## config.mk

```make
export PLATFORM = sky130hd
export DESIGN_NAME = spdc_top
export DESIGN_NICKNAME = d
export VERILOG_FILES = /design/src/hw/spdc_pkg.sv /design/src/hw/spdc_top.sv /design/src/hw/spdc_div.sv
export SDC_FILE = /design/constraint.sdc
export NUM_CORES = 2
export LEC_CHECK = 0
export BUFFER_PORTS_ARGS = -buffer_cell sky130_fd_sc_hd__buf_2
export CORE_UTILIZATION = 40
export DETAILED_ROUTE_END_ITERATION = 6
export GPL_TIMING_DRIVEN = 1
export PLACE_DENSITY = 0.55
export SYNTH_ARGS = -nofsm -noshare
export SYNTH_HDL_FRONTEND = slang
export SYNTH_SLANG_ARGS = --single-unit
```

## constraint.sdc

```tcl
create_clock -name aclk -period 13.5 [get_ports aclk]
set_input_delay 3.375 -clock aclk [delete_from_list [all_inputs] [get_ports aclk]]
set_output_delay 3.375 -clock aclk [all_outputs]
set_load 0.02 [all_outputs]
```

## src/hw/spdc_pkg.sv

```systemverilog
// Purpose: shared constants for the step/direction pulse controller
// Assumes: 100 MHz system clock, 32-bit AXI4-Lite register bus
// Notes: all offsets are byte addresses of aligned words
package spdc_pkg;
	// clock and timing
	localparam int unsigned CLK_HZ = 100_000_000; // system clock rate
	localparam int unsigned CLK_PERIOD_PS = 10_000; // one clock period
	localparam int unsigned STEP_HIGH_NS = 2000; // step pulse high time
	localparam int unsigned DIR_SETUP_NS = 5000; // direction to first pulse
	// least times round up to whole cycles
	localparam int unsigned STEP_HIGH_CYC = (STEP_HIGH_NS * 1000 + CLK_PERIOD_PS - 1) / CLK_PERIOD_PS;
	localparam int unsigned DIR_SETUP_CYC = (DIR_SETUP_NS * 1000 + CLK_PERIOD_PS - 1) / CLK_PERIOD_PS;
	// rate limits in pulses per second
	localparam int unsigned RATE_MIN = 1;
	localparam int unsigned RATE_MAX = 10000;
	localparam int unsigned FLOOR_SHIFT = 3; // floor is one eighth of max
	// register byte offsets
	localparam logic [7:0] OFS_CMD = 8'h00;
	localparam logic [7:0] OFS_RATE = 8'h04;
	localparam logic [7:0] OFS_RAMP = 8'h08;
	localparam logic [7:0] OFS_ARG = 8'h0c;
	localparam logic [7:0] OFS_STATUS = 8'h10;
	localparam logic [7:0] OFS_DONE = 8'h14;
	localparam logic [7:0] OFS_ABSPOS = 8'h18;
	localparam logic [7:0] OFS_PROGRESS = 8'h1c;
	// command register fields
	localparam int CMD_REL_BIT = 0;
	localparam int CMD_ABS_BIT = 1;
	localparam int CMD_ABORT_BIT = 2;
	localparam int CMD_ORIGIN_BIT = 3;
	localparam int CMD_SOFTRST_BIT = 4;
	localparam int CMD_MODE_LSB = 8;
	localparam int CMD_FLAG_LSB = 16;
	// mode codes carried by channel_mode_select
	localparam logic [1:0] MODE_CONTROLLER = 2'h1;
	localparam logic [1:0] MODE_FULL_STEP = 2'h2;
	localparam logic [1:0] MODE_HALF_STEP = 2'h3;
	// reset values
	localparam logic [13:0] RATE_RST = 14'h0000; // zero means not loaded
	localparam logic [15:0] RAMP_RST = 16'h0000;
	localparam logic [1:0] MODE_RST = MODE_CONTROLLER;
	// bus answers
	localparam logic [1:0] RESP_OKAY = 2'h0;
	localparam logic [1:0] RESP_SLVERR = 2'h2;
endpackage : spdc_pkg

```

## src/hw/spdc_top.sv

```systemverilog
// Purpose: step/direction controller with trapezoidal ramp, AXI4-Lite regs
// Assumes: aclk 100 MHz, aresetn is the power-up reset
// Notes: a soft reset command keeps rate and ramp settings
//
// Behaviour
// software programs max rate 1 to 10000
// ramp steps used for both acceleration and deceleration
// rate and ramp survive soft reset
// software loads rate and ramp before moving
// accepted move follows trajectory from stored settings
// relative count magnitude pulses, sign picks direction
// half-step mode counts half steps
// accepting a move clears its completion flag
// last pulse sets the selected completion flag
// absolute move uses target minus current position
// target and position are signed 32 bit
// origin command sets home position
// absolute position readable at any time
// moves ignored while a move runs
// mode select one is controller, others driver
// profile starts and ends at max/8
// direction high for negative, low positive
// output 1 direction, output 2 step
// direction stable across whole move
// abort stops at once, no completion flag
//
// Local design decisions: register access over AXI4-Lite and the address map.
`timescale 1ns/1ps
`default_nettype none
module spdc_top #(
	parameter int unsigned MAX_RATE = spdc_pkg::RATE_MAX,
	parameter int unsigned FLAGS = 32
) (
	input wire logic aclk,
	input wire logic aresetn,
	input wire logic [7:0] s_axi_awaddr,
	input wire logic [2:0] s_axi_awprot,
	input wire logic s_axi_awvalid,
	output logic s_axi_awready,
	input wire logic [31:0] s_axi_wdata,
	input wire logic [3:0] s_axi_wstrb,
	input wire logic s_axi_wvalid,
	output logic s_axi_wready,
	output logic [1:0] s_axi_bresp,
	output logic s_axi_bvalid,
	input wire logic s_axi_bready,
	input wire logic [7:0] s_axi_araddr,
	input wire logic [2:0] s_axi_arprot,
	input wire logic s_axi_arvalid,
	output logic s_axi_arready,
	output logic [31:0] s_axi_rdata,
	output logic [1:0] s_axi_rresp,
	output logic s_axi_rvalid,
	input wire logic s_axi_rready,
	output logic dout1_dir,
	output logic dout2_step
);
	initial begin
		if (MAX_RATE < 8 || MAX_RATE > 16383) $error("spdc_top: MAX_RATE unsupported");
		if (FLAGS < 1 || FLAGS > 32) $error("spdc_top: FLAGS must be 1..32");
	end

	typedef enum logic [2:0] {
		SPDC_IDLE, SPDC_SETUP, SPDC_CALC_RATE, SPDC_CALC_PER, SPDC_HIGH, SPDC_LOW
	} spdc_state_t;

	// clamp a written rate to the supported maximum
	function automatic logic [13:0] spdc_clamp_rate(input logic [31:0] v);
		if (v > 32'(MAX_RATE)) return 14'(MAX_RATE);
		return v[13:0];
	endfunction : spdc_clamp_rate

	// magnitude of a signed 33-bit difference as unsigned 32 bits
	function automatic logic [31:0] spdc_mag(input logic [32:0] v);
		logic [32:0] n;
		n = v[32] ? (33'h0 - v) : v;
		return n[31:0];
	endfunction : spdc_mag

	////////////////////////////////////////////////////////////////
	// bus state
	logic aw_got_r; // write address captured
	logic w_got_r; // write data captured
	logic [7:0] awaddr_r;
	logic [31:0] wdata_r;
	logic [3:0] wstrb_r;
	logic wr_fire; // both halves present, response slot free
	logic [31:0] rd_word; // read mux output
	logic rd_hit; // read address decodes

	// software visible settings and state
	logic [13:0] rate_r; // max pulses per second, zero until loaded
	logic [15:0] ramp_r; // steps used to ramp up and down
	logic [31:0] arg_r; // signed count or target
	logic [1:0] mode_r; // channel_mode_select
	logic [FLAGS-1:0] done_r; // completion flags
	logic signed [31:0] pos_r; // absolute position from home
	logic [31:0] progress_r; // pulses emitted this move

	// motion state
	spdc_state_t st_r;
	logic [31:0] total_r; // pulses in this move
	logic [4:0] flag_sel_r; // flag chosen by the move
	logic [31:0] tmr_r; // cycles since pulse start or setup
	logic [31:0] period_r; // cycles for current pulse
	logic [13:0] cur_rate_r; // rate for current pulse

	// command decode, only full word writes to the command register act
	logic cmd_wr;
	logic busy;
	logic do_rel, do_abs, do_abort, do_origin, do_soft;
	logic [32:0] abs_diff;
	logic [4:0] cmd_flag;

	assign wr_fire = aw_got_r && w_got_r && !s_axi_bvalid;
	assign cmd_wr = wr_fire && awaddr_r[7:2] == spdc_pkg::OFS_CMD[7:2] && wstrb_r == 4'hf;
	assign busy = st_r != SPDC_IDLE;
	assign do_soft = cmd_wr && wdata_r[spdc_pkg::CMD_SOFTRST_BIT];
	assign do_abort = cmd_wr && wdata_r[spdc_pkg::CMD_ABORT_BIT];
	// moves need a loaded rate and an idle channel
	// an abort in the same word wins, so no half-accepted move is left behind
	assign do_rel = cmd_wr && wdata_r[spdc_pkg::CMD_REL_BIT] && !busy && rate_r != 0 && !do_soft
		&& !do_abort;
	assign do_abs = cmd_wr && wdata_r[spdc_pkg::CMD_ABS_BIT] && !wdata_r[spdc_pkg::CMD_REL_BIT]
		&& !busy && rate_r != 0 && !do_soft && !do_abort;
	assign do_origin = cmd_wr && wdata_r[spdc_pkg::CMD_ORIGIN_BIT] && !busy;
	assign abs_diff = {arg_r[31], arg_r} - {pos_r[31], pos_r};
	assign cmd_flag = wdata_r[spdc_pkg::CMD_FLAG_LSB +: 5];

	////////////////////////////////////////////////////////////////
	// write address and data channels, taken in either order
	always_ff @(posedge aclk) begin
		if (!aresetn) begin
			aw_got_r <= 1'b0;
			s_axi_awready <= 1'b0;
			awaddr_r <= '0;
		end else if (s_axi_awvalid && s_axi_awready) begin
			aw_got_r <= 1'b1;
			s_axi_awready <= 1'b0;
			awaddr_r <= s_axi_awaddr;
		end else if (wr_fire || !aw_got_r) begin
			aw_got_r <= 1'b0;
			s_axi_awready <= 1'b1;
		end
	end

	always_ff @(posedge aclk) begin
		if (!aresetn) begin
			w_got_r <= 1'b0;
			s_axi_wready <= 1'b0;
			wdata_r <= '0;
			wstrb_r <= '0;
		end else if (s_axi_wvalid && s_axi_wready) begin
			w_got_r <= 1'b1;
			s_axi_wready <= 1'b0;
			wdata_r <= s_axi_wdata;
			wstrb_r <= s_axi_wstrb;
		end else if (wr_fire || !w_got_r) begin
			w_got_r <= 1'b0;
			s_axi_wready <= 1'b1;
		end
	end

	// write response, unmapped or read-only offsets answer slverr
	always_ff @(posedge aclk) begin
		if (!aresetn) begin
			s_axi_bvalid <= 1'b0;
			s_axi_bresp <= spdc_pkg::RESP_OKAY;
		end else if (wr_fire) begin
			s_axi_bvalid <= 1'b1;
			unique case (awaddr_r[7:2])
				spdc_pkg::OFS_CMD[7:2], spdc_pkg::OFS_RATE[7:2], spdc_pkg::OFS_RAMP[7:2],
				spdc_pkg::OFS_ARG[7:2], spdc_pkg::OFS_DONE[7:2]: s_axi_bresp <= spdc_pkg::RESP_OKAY;
				default: s_axi_bresp <= spdc_pkg::RESP_SLVERR;
			endcase
		end else if (s_axi_bready) begin
			s_axi_bvalid <= 1'b0;
		end
	end

	////////////////////////////////////////////////////////////////
	// settings; only power-up reset clears them, soft reset leaves them
	always_ff @(posedge aclk) begin
		if (!aresetn) begin
			rate_r <= spdc_pkg::RATE_RST;
			ramp_r <= spdc_pkg::RAMP_RST;
			arg_r <= '0;
		end else if (wr_fire) begin
			if (awaddr_r[7:2] == spdc_pkg::OFS_RATE[7:2] && wstrb_r[1:0] == 2'h3)
				rate_r <= spdc_clamp_rate({16'h0000, wdata_r[15:0]});
			if (awaddr_r[7:2] == spdc_pkg::OFS_RAMP[7:2] && wstrb_r[1:0] == 2'h3)
				ramp_r <= wdata_r[15:0];
			if (awaddr_r[7:2] == spdc_pkg::OFS_ARG[7:2]) begin
				for (int b = 0; b < 4; b++) begin
					if (wstrb_r[b]) arg_r[b*8 +: 8] <= wdata_r[b*8 +: 8];
				end
			end
		end
	end

	// mode is latched from every accepted move
	always_ff @(posedge aclk) begin
		if (!aresetn) begin
			mode_r <= spdc_pkg::MODE_RST;
		end else if (do_rel || do_abs) begin
			// half-step mode changes only the meaning of a count, not the logic
			mode_r <= wdata_r[spdc_pkg::CMD_MODE_LSB +: 2];
		end
	end

	////////////////////////////////////////////////////////////////
	// completion flags: hardware set beats a same-cycle write-1 clear
	logic last_done; // final pulse of the move just ended
	assign last_done = st_r == SPDC_LOW && tmr_r + 1 >= period_r && progress_r == total_r;

	always_ff @(posedge aclk) begin
		if (!aresetn) begin
			done_r <= '0;
		end else begin
			for (int i = 0; i < FLAGS; i++) begin
				if (i == int'(flag_sel_r) && last_done && !do_abort) begin
					done_r[i] <= 1'b1;
				end else if ((do_rel || do_abs) && i == int'(cmd_flag)) begin
					done_r[i] <= (do_rel ? arg_r : spdc_mag(abs_diff)) == 0;
				end else if (wr_fire && awaddr_r[7:2] == spdc_pkg::OFS_DONE[7:2]
					&& wstrb_r == 4'hf && wdata_r[i]) begin
					done_r[i] <= 1'b0;
				end
			end
		end
	end

	////////////////////////////////////////////////////////////////
	// profile arithmetic through one shared divider
	logic [13:0] floor_rate; // one eighth of max, at least one
	logic [13:0] span; // max minus floor
	logic [31:0] k_step; // steps into the nearer ramp
	logic [31:0] left; // pulses after the current one
	logic div_start, div_busy, div_done;
	logic [31:0] div_num, div_den, div_quo;

	assign floor_rate = (rate_r >> spdc_pkg::FLOOR_SHIFT) == 0 ? 14'h0001
		: rate_r >> spdc_pkg::FLOOR_SHIFT;
	assign span = rate_r - floor_rate;
	assign left = total_r - progress_r - 1;
	// same ramp length up and down, cut short on short moves
	assign k_step = progress_r < left ? progress_r : left;

	always_comb begin
		div_start = 1'b0;
		div_num = '0;
		div_den = 32'h1;
		if (st_r == SPDC_CALC_RATE && !div_busy && !div_done) begin
			div_start = ramp_r != 0 && k_step < {16'h0000, ramp_r};
			div_num = 32'(span) * (k_step < {16'h0000, ramp_r} ? k_step : 32'h0);
			div_den = {16'h0000, ramp_r};
		end else if (st_r == SPDC_CALC_PER && !div_busy && !div_done) begin
			div_start = 1'b1;
			div_num = spdc_pkg::CLK_HZ;
			div_den = {18'h00000, cur_rate_r};
		end
	end

	spdc_div #(
		.W(32)
	) u_div (
		.aclk(aclk),
		.aresetn(aresetn),
		.start(div_start),
		.num(div_num),
		.den(div_den),
		.busy(div_busy),
		.done(div_done),
		.quo(div_quo)
	);

	////////////////////////////////////////////////////////////////
	// motion sequencer
	always_ff @(posedge aclk) begin
		if (!aresetn || do_soft) begin
			st_r <= SPDC_IDLE;
			dout1_dir <= 1'b0;
			dout2_step <= 1'b0;
			total_r <= '0;
			flag_sel_r <= '0;
			tmr_r <= '0;
			period_r <= '0;
			cur_rate_r <= '0;
		end else if (do_abort) begin
			// abort drops the pulse at once, no flag
			st_r <= SPDC_IDLE;
			dout2_step <= 1'b0;
		end else begin
			tmr_r <= tmr_r + 1;
			unique case (st_r)
				SPDC_IDLE: begin
					if (do_rel || do_abs) begin
						total_r <= do_rel ? spdc_mag({arg_r[31], arg_r}) : spdc_mag(abs_diff);
						dout1_dir <= do_rel ? arg_r[31] : abs_diff[32];
						flag_sel_r <= cmd_flag;
						tmr_r <= '0;
						// zero-length moves finish on acceptance
						if ((do_rel ? arg_r : spdc_mag(abs_diff)) != 0) st_r <= SPDC_SETUP;
					end
				end
				SPDC_SETUP: begin
					// direction settles before the first pulse
					if (tmr_r + 1 >= spdc_pkg::DIR_SETUP_CYC) st_r <= SPDC_CALC_RATE;
				end
				SPDC_CALC_RATE: begin
					if (ramp_r == 0 || k_step >= {16'h0000, ramp_r}) begin
						cur_rate_r <= rate_r;
						st_r <= SPDC_CALC_PER;
					end else if (div_done) begin
						cur_rate_r <= floor_rate + div_quo[13:0];
						st_r <= SPDC_CALC_PER;
					end
				end
				SPDC_CALC_PER: begin
					if (div_done) begin
						// long periods only slow the motor, never exceed max
						period_r <= div_quo < 32'(2 * spdc_pkg::STEP_HIGH_CYC)
							? 32'(2 * spdc_pkg::STEP_HIGH_CYC) : div_quo;
						dout2_step <= 1'b1;
						tmr_r <= '0;
						st_r <= SPDC_HIGH;
					end
				end
				SPDC_HIGH: begin
					if (tmr_r + 1 >= spdc_pkg::STEP_HIGH_CYC) begin
						dout2_step <= 1'b0;
						st_r <= SPDC_LOW;
					end
				end
				SPDC_LOW: begin
					if (tmr_r + 1 >= period_r) begin
						// direction is held until the last pulse period ends
						st_r <= progress_r == total_r ? SPDC_IDLE : SPDC_CALC_RATE;
					end
				end
			endcase
		end
	end

	// position and progress follow emitted pulses only
	always_ff @(posedge aclk) begin
		if (!aresetn) begin
			pos_r <= '0;
			progress_r <= '0;
		end else if (do_soft || do_origin) begin
			pos_r <= '0;
			progress_r <= '0;
		end else if (do_rel || do_abs) begin
			progress_r <= '0;
		end else if (st_r == SPDC_CALC_PER && div_done && !do_abort) begin
			pos_r <= dout1_dir ? pos_r - 1 : pos_r + 1;
			progress_r <= progress_r + 1;
		end
	end

	////////////////////////////////////////////////////////////////
	// read channel, one cycle after the address is taken
	always_comb begin
		rd_hit = 1'b1;
		rd_word = '0;
		unique case (s_axi_araddr[7:2])
			spdc_pkg::OFS_CMD[7:2]: rd_word = {14'h0, mode_r, 16'h0};
			spdc_pkg::OFS_RATE[7:2]: rd_word = {18'h0, rate_r};
			spdc_pkg::OFS_RAMP[7:2]: rd_word = {16'h0, ramp_r};
			spdc_pkg::OFS_ARG[7:2]: rd_word = arg_r;
			// status: busy in bit 0, direction in bit 1, mode in [17:16]
			spdc_pkg::OFS_STATUS[7:2]: rd_word = {14'h0, mode_r, 14'h0, dout1_dir, busy};
			spdc_pkg::OFS_DONE[7:2]: rd_word = 32'(done_r);
			spdc_pkg::OFS_ABSPOS[7:2]: rd_word = pos_r;
			spdc_pkg::OFS_PROGRESS[7:2]: rd_word = progress_r;
			default: rd_hit = 1'b0;
		endcase
	end

	always_ff @(posedge aclk) begin
		if (!aresetn) begin
			s_axi_arready <= 1'b0;
			s_axi_rvalid <= 1'b0;
			s_axi_rdata <= '0;
			s_axi_rresp <= spdc_pkg::RESP_OKAY;
		end else if (s_axi_arvalid && s_axi_arready) begin
			s_axi_arready <= 1'b0;
			s_axi_rvalid <= 1'b1;
			s_axi_rdata <= rd_word;
			s_axi_rresp <= rd_hit ? spdc_pkg::RESP_OKAY : spdc_pkg::RESP_SLVERR;
		end else if (s_axi_rvalid && s_axi_rready) begin
			s_axi_rvalid <= 1'b0;
			s_axi_arready <= 1'b1;
		end else if (!s_axi_rvalid) begin
			s_axi_arready <= 1'b1;
		end
	end

	// protection bits carry no meaning here
	logic unused_prot;
	assign unused_prot = ^{s_axi_awprot, s_axi_arprot};
endmodule : spdc_top
`default_nettype wire

```

## src/hw/spdc_div.sv

```systemverilog
// Purpose: iterative unsigned divider used for the speed profile
// Assumes: one division at a time, start only while not busy
// Notes: one quotient bit per clock, result after W+1 cycles
`timescale 1ns/1ps
`default_nettype none
module spdc_div #(
	parameter int W = 32
) (
	input wire logic aclk,
	input wire logic aresetn,
	input wire logic start,
	input wire logic [W-1:0] num,
	input wire logic [W-1:0] den,
	output logic busy,
	output logic done,
	output logic [W-1:0] quo
);
	initial begin
		if (W < 2 || W > 63) $error("spdc_div: width out of range");
	end

	logic [W-1:0] den_r; // divisor held for the run
	logic [W:0] rem_r; // partial remainder, one spare bit
	logic [$clog2(W+1)-1:0] cnt_r; // bits still to produce
	logic [W:0] trial; // remainder after shifting in next bit

	assign trial = {rem_r[W-1:0], quo[W-1]};

	////////////////////////////////////////////////////////////////
	// restoring division, dividend shifts out of the quotient reg
	always_ff @(posedge aclk) begin
		if (!aresetn) begin
			busy <= 1'b0;
			done <= 1'b0;
			quo <= '0;
			rem_r <= '0;
			den_r <= '0;
			cnt_r <= '0;
		end else begin
			done <= 1'b0;
			if (start && !busy) begin
				busy <= 1'b1;
				quo <= num;
				den_r <= den;
				rem_r <= '0;
				cnt_r <= ($clog2(W+1))'(W);
			end else if (busy) begin
				// divide by zero yields all ones, harmless here
				if (trial >= {1'b0, den_r}) begin
					rem_r <= trial - {1'b0, den_r};
					quo <= {quo[W-2:0], 1'b1};
				end else begin
					rem_r <= trial;
					quo <= {quo[W-2:0], 1'b0};
				end
				cnt_r <= cnt_r - 1'b1;
				if (cnt_r == 1) begin
					busy <= 1'b0;
					done <= 1'b1;
				end
			end
		end
	end
endmodule : spdc_div
`default_nettype wire

```

==> impl_metrics.py <==
metrics = {
    "status": {
        "status": "complete, no violations",
    },
    "worst_setup_path": {
        "crit_family": "compound AO/OA/AOI/OAI gates",
        "start_kind": "flop",
        "cp_max_fo": 6,
        "cp_slowest_cell": "fa_1",
        "worst_path_most_repeated_cell": "buf_6",
        "reg2reg_depth": 64,
        "r2r-end": "u_div.quo[29]",
        "r2r_setup_slack_ps": 280,
        "crit_path_end_kind": "flop",
        "crit_type": "reg2reg",
        "critical_path_buf_inv_count": 16,
        "slowest_delay_ps": 590,
        "r2r-start": "progress_r[4]",
        "crit_arrival_ps": 13790,
        "required_ps": 14070,
    },
    "routing": {
        "drtAntennaViolNets": 0,
        "via_count": 38010,
        "drt-total-wl_um": 139800,
        "first_iter_violations": 3521,
        "drc": 0,
        "wl_per_cell_um": 20.18,
        "detail_route.first_pass.iterations": 6,
        "viasPerCell": 5.488,
    },
    "cells_and_area": {
        "layout-drive-gt1-share": 0.1392,
        "area_delta_synth_final_pct": 18.15,
        "nFillCells": 10020,
        "regArea_um2": 9036,
        "nets": 6144,
        "final_core_util": 0.4781,
        "multiInputGateArea_um2": 29950,
    },
    "timing": {
        "holdWs_ps": 453.8,
        "finalCritPeriodShare": 0.9796,
        "finalHoldViolations": 0,
        "drv_slew": 0,
        "rsz0062_at_grt": "yes",
        "max_freq_ghz": 0.07562,
        "clock_skew_ps": 92.18,
        "worst_pin_slew_ps": 1281,
        "max_slew_margin": 0.1400,
        "finalCriticalPeriod_ps": 13220,
        "setup_viol_count_final": 0,
    },
    "placement": {
        "dp_hpwl_um": 109100,
        "portBuffers": 95,
        "finalWeightedCongestion": 0.9512,
    },
    "min_path": {
        "holdPathEnd": "period_r[10]",
        "worstHoldStart": "period_r[10]",
        "worstHoldPathType": "reg2reg",
        "hold_depth": 2,
    },
    "clock_network": {
        "htreeDepth": 2,
        "cts_hold_buf": 0,
        "cts_buffers": 54,
        "cts-root-buf": "clkbuf_16",
        "clock-sinks": 451,
        "clkLatencyLatePin_ps": 680,
        "tritoncts": "done",
        "clkTransAtPathRegs_ps": 60,
        "clk_path_buf_depth": 3,
    },
    "die": {
        "rows": 116,
        "die_h_um": 320.5,
        "fp.dieW_um": 320.5,
        "initial_core_util": 0.4046,
        "die-area_um2": 102700,
        "core_area_um2": 100300,
        "ioPinCount": 108,
    },
    "power": {
        "peakVddDrop_v": 0.0002356,
        "p_leak_nw": 20.76,
        "p_sw_mw": 1.399,
        "pwr-share-clk": 0.349,
        "p_total_mw": 4.356,
        "p_sw_frac": 0.3211,
        "seq_power_share": 0.311,
        "powerDensity_nw_per_um2": 90.84,
        "comb_power_share": 0.339,
        "p_int_mw": 2.957,
    },
    "flow_run": {
        "drv_cap": 0,
    },
    "synthesis": {
        "ys_seq_area_frac": 0.2225,
        "synth_cells": 5147,
        "synth.largest_area_cell": "dfxtp_1",
        "yosysWarnings": 0,
        "synth.most_common_cell": "nand2_1",
        "synth_area_per_cell_um2": 7.885,
        "yosysUniqueCellTypes": 93,
        "yosysTopAreaCellShare": 0.2225,
        "synth_top_cells_by_area": "dfxtp_1 (22%), fa_1 (14%), ha_1 (8.5%), nand2_1 (6.3%), inv_1 (4.9%)",
        "synth_edf_count": 0,
        "synth-main-ff-cell": "dfxtp_1",
        "ys_ff_latch": 451,
        "synthTopCellsByCount": "nand2_1 (683), inv_1 (534), dfxtp_1 (451)",
        "synth-async-reset-ratio": 0,
        "synth_area_um2": 40580,
    },
    "grt": {
        "grt_pass1_wl_um": 212600,
        "grt_max_degree": 106,
        "track_usage": 0.2661,
        "grt_overflow": 0,
        "grt_antenna_before_repair": 2,
        "grt_pass1_vias": 35490,
    },
}
-- state kept, by name, indices dropped and copies added, names as in the netlist, 32 cells and up --
name and flops:
s_axi_rdata 32, done_r 32, tmr_r 32, pos_r 32
period_r 32, wdata_r 32, arg_r 32, u_div.quo 32
total_r 32, u_div.rem_r 32, progress_r 32
-- tightest hold or removal path, cell delays in order, from the launching register on --
cell,delay [ps]
dfxtp_1,310
nand2_1,50
a21oi_1,50
-- worst max-delay path by stage --
stage	end	depth (start not counted)	slack [ps]	from
finish	u_div.quo[29]	64	280	progress_r[4]
global route	u_div.quo[29]	66	-340	progress_r[4]
CTS	u_div.quo[29]	62	10	progress_r[0]
detailed placement	u_div.quo[29]	63	-640	progress_r[0]
global placement	u_div.quo[29]	61	-560	progress_r[0]
floorplan	u_div.quo[31]	61	80	progress_r[0]
-- through the flow --
step                instance area [um2]  std cells  setup slack [ps]  TNS [ps]
floorplan                         41060       5266             78.02         0
global placement                  44900       6799            -564.9     -2963
detailed placement                44900       6799            -635.3     -3559
CTS                               46960       6901             10.41         0
global route                      47940       6924            -339.4     -1450
finish                            47950       6926             275.1         0
-- timing repair --
action,in CTS,in global routing
setup endpoints to repair,9,12
pin swaps,4,109
gates cloned,1,1
resized for setup,39,192
buffers inserted,2,23
-- kinds of logic after synthesis --
group,count (synthesis),share of synthesized area
fa+ha+maj,555,0.2225
mux,59,0.01468
compound gates,1274,0.2069
other cells,2,0.0001851
xor+xnor,275,0.05935
buf+inv,796,0.07455
simple gates,1735,0.1993
flops,451,0.2225
-- layer usage --
layer,part of all wire,vias up,global-route usage
met3,0.087,168,0.04894
met1,0.49,18190,0.4098
li1,-,18300,-
met5,0.00019,-,0
met2,0.41,1353,0.3792
met4,0.019,4,0.05561
-- power groups by stage --
stage               Clock (mW)  Sequential [mW]  Combinational, mW
finish                    1.52             1.35               1.48
global route              1.60             1.36               1.71
CTS                       1.55             1.35               1.37
detailed placement           0             1.38               1.33
global placement             0             1.38               1.33
floorplan                    0             1.38               1.02
-- layout by cell type (no fill, tap or decap), types with 21 or more instances in the layout --
master and count:
nand2_1 673, inv_1 516, dfxtp_1 447, a21oi_1 371
nor2_1 360, buf_4 330, fa_1 271, ha_1 260
o21ai_0 192, xnor2_1 181, conb_1 121, nor2b_1 119
nand3_1 110, a22oi_1 97, buf_2 94, xor2_1 93
nor3_1 88, a21o_1 79, a21boi_0 77, a211oi_1 59
and3_1 56, clkbuf_16 56, mux2i_1 54, nand4_1 49
a31oi_1 43, a221oi_1 43, o211ai_1 41, nor4_1 41
nand2b_1 37, or3_1 30, o21a_1 29, o41ai_1 24
and2_1 23, nor2_2 22, inv_2 21
-- layout make-up --
type	instances	area share
diodes	2	0.0001044
inverters	546	0.04274
multi-input cells	4019	0.6247
flip-flops and latches	451	0.1885
well taps	1357	0.03541
clock buffers	78	0.03298
repair buffers	452	0.07001
clock inverters	21	0.005611
Note: power is estimated with default switching activity, not from simulation.
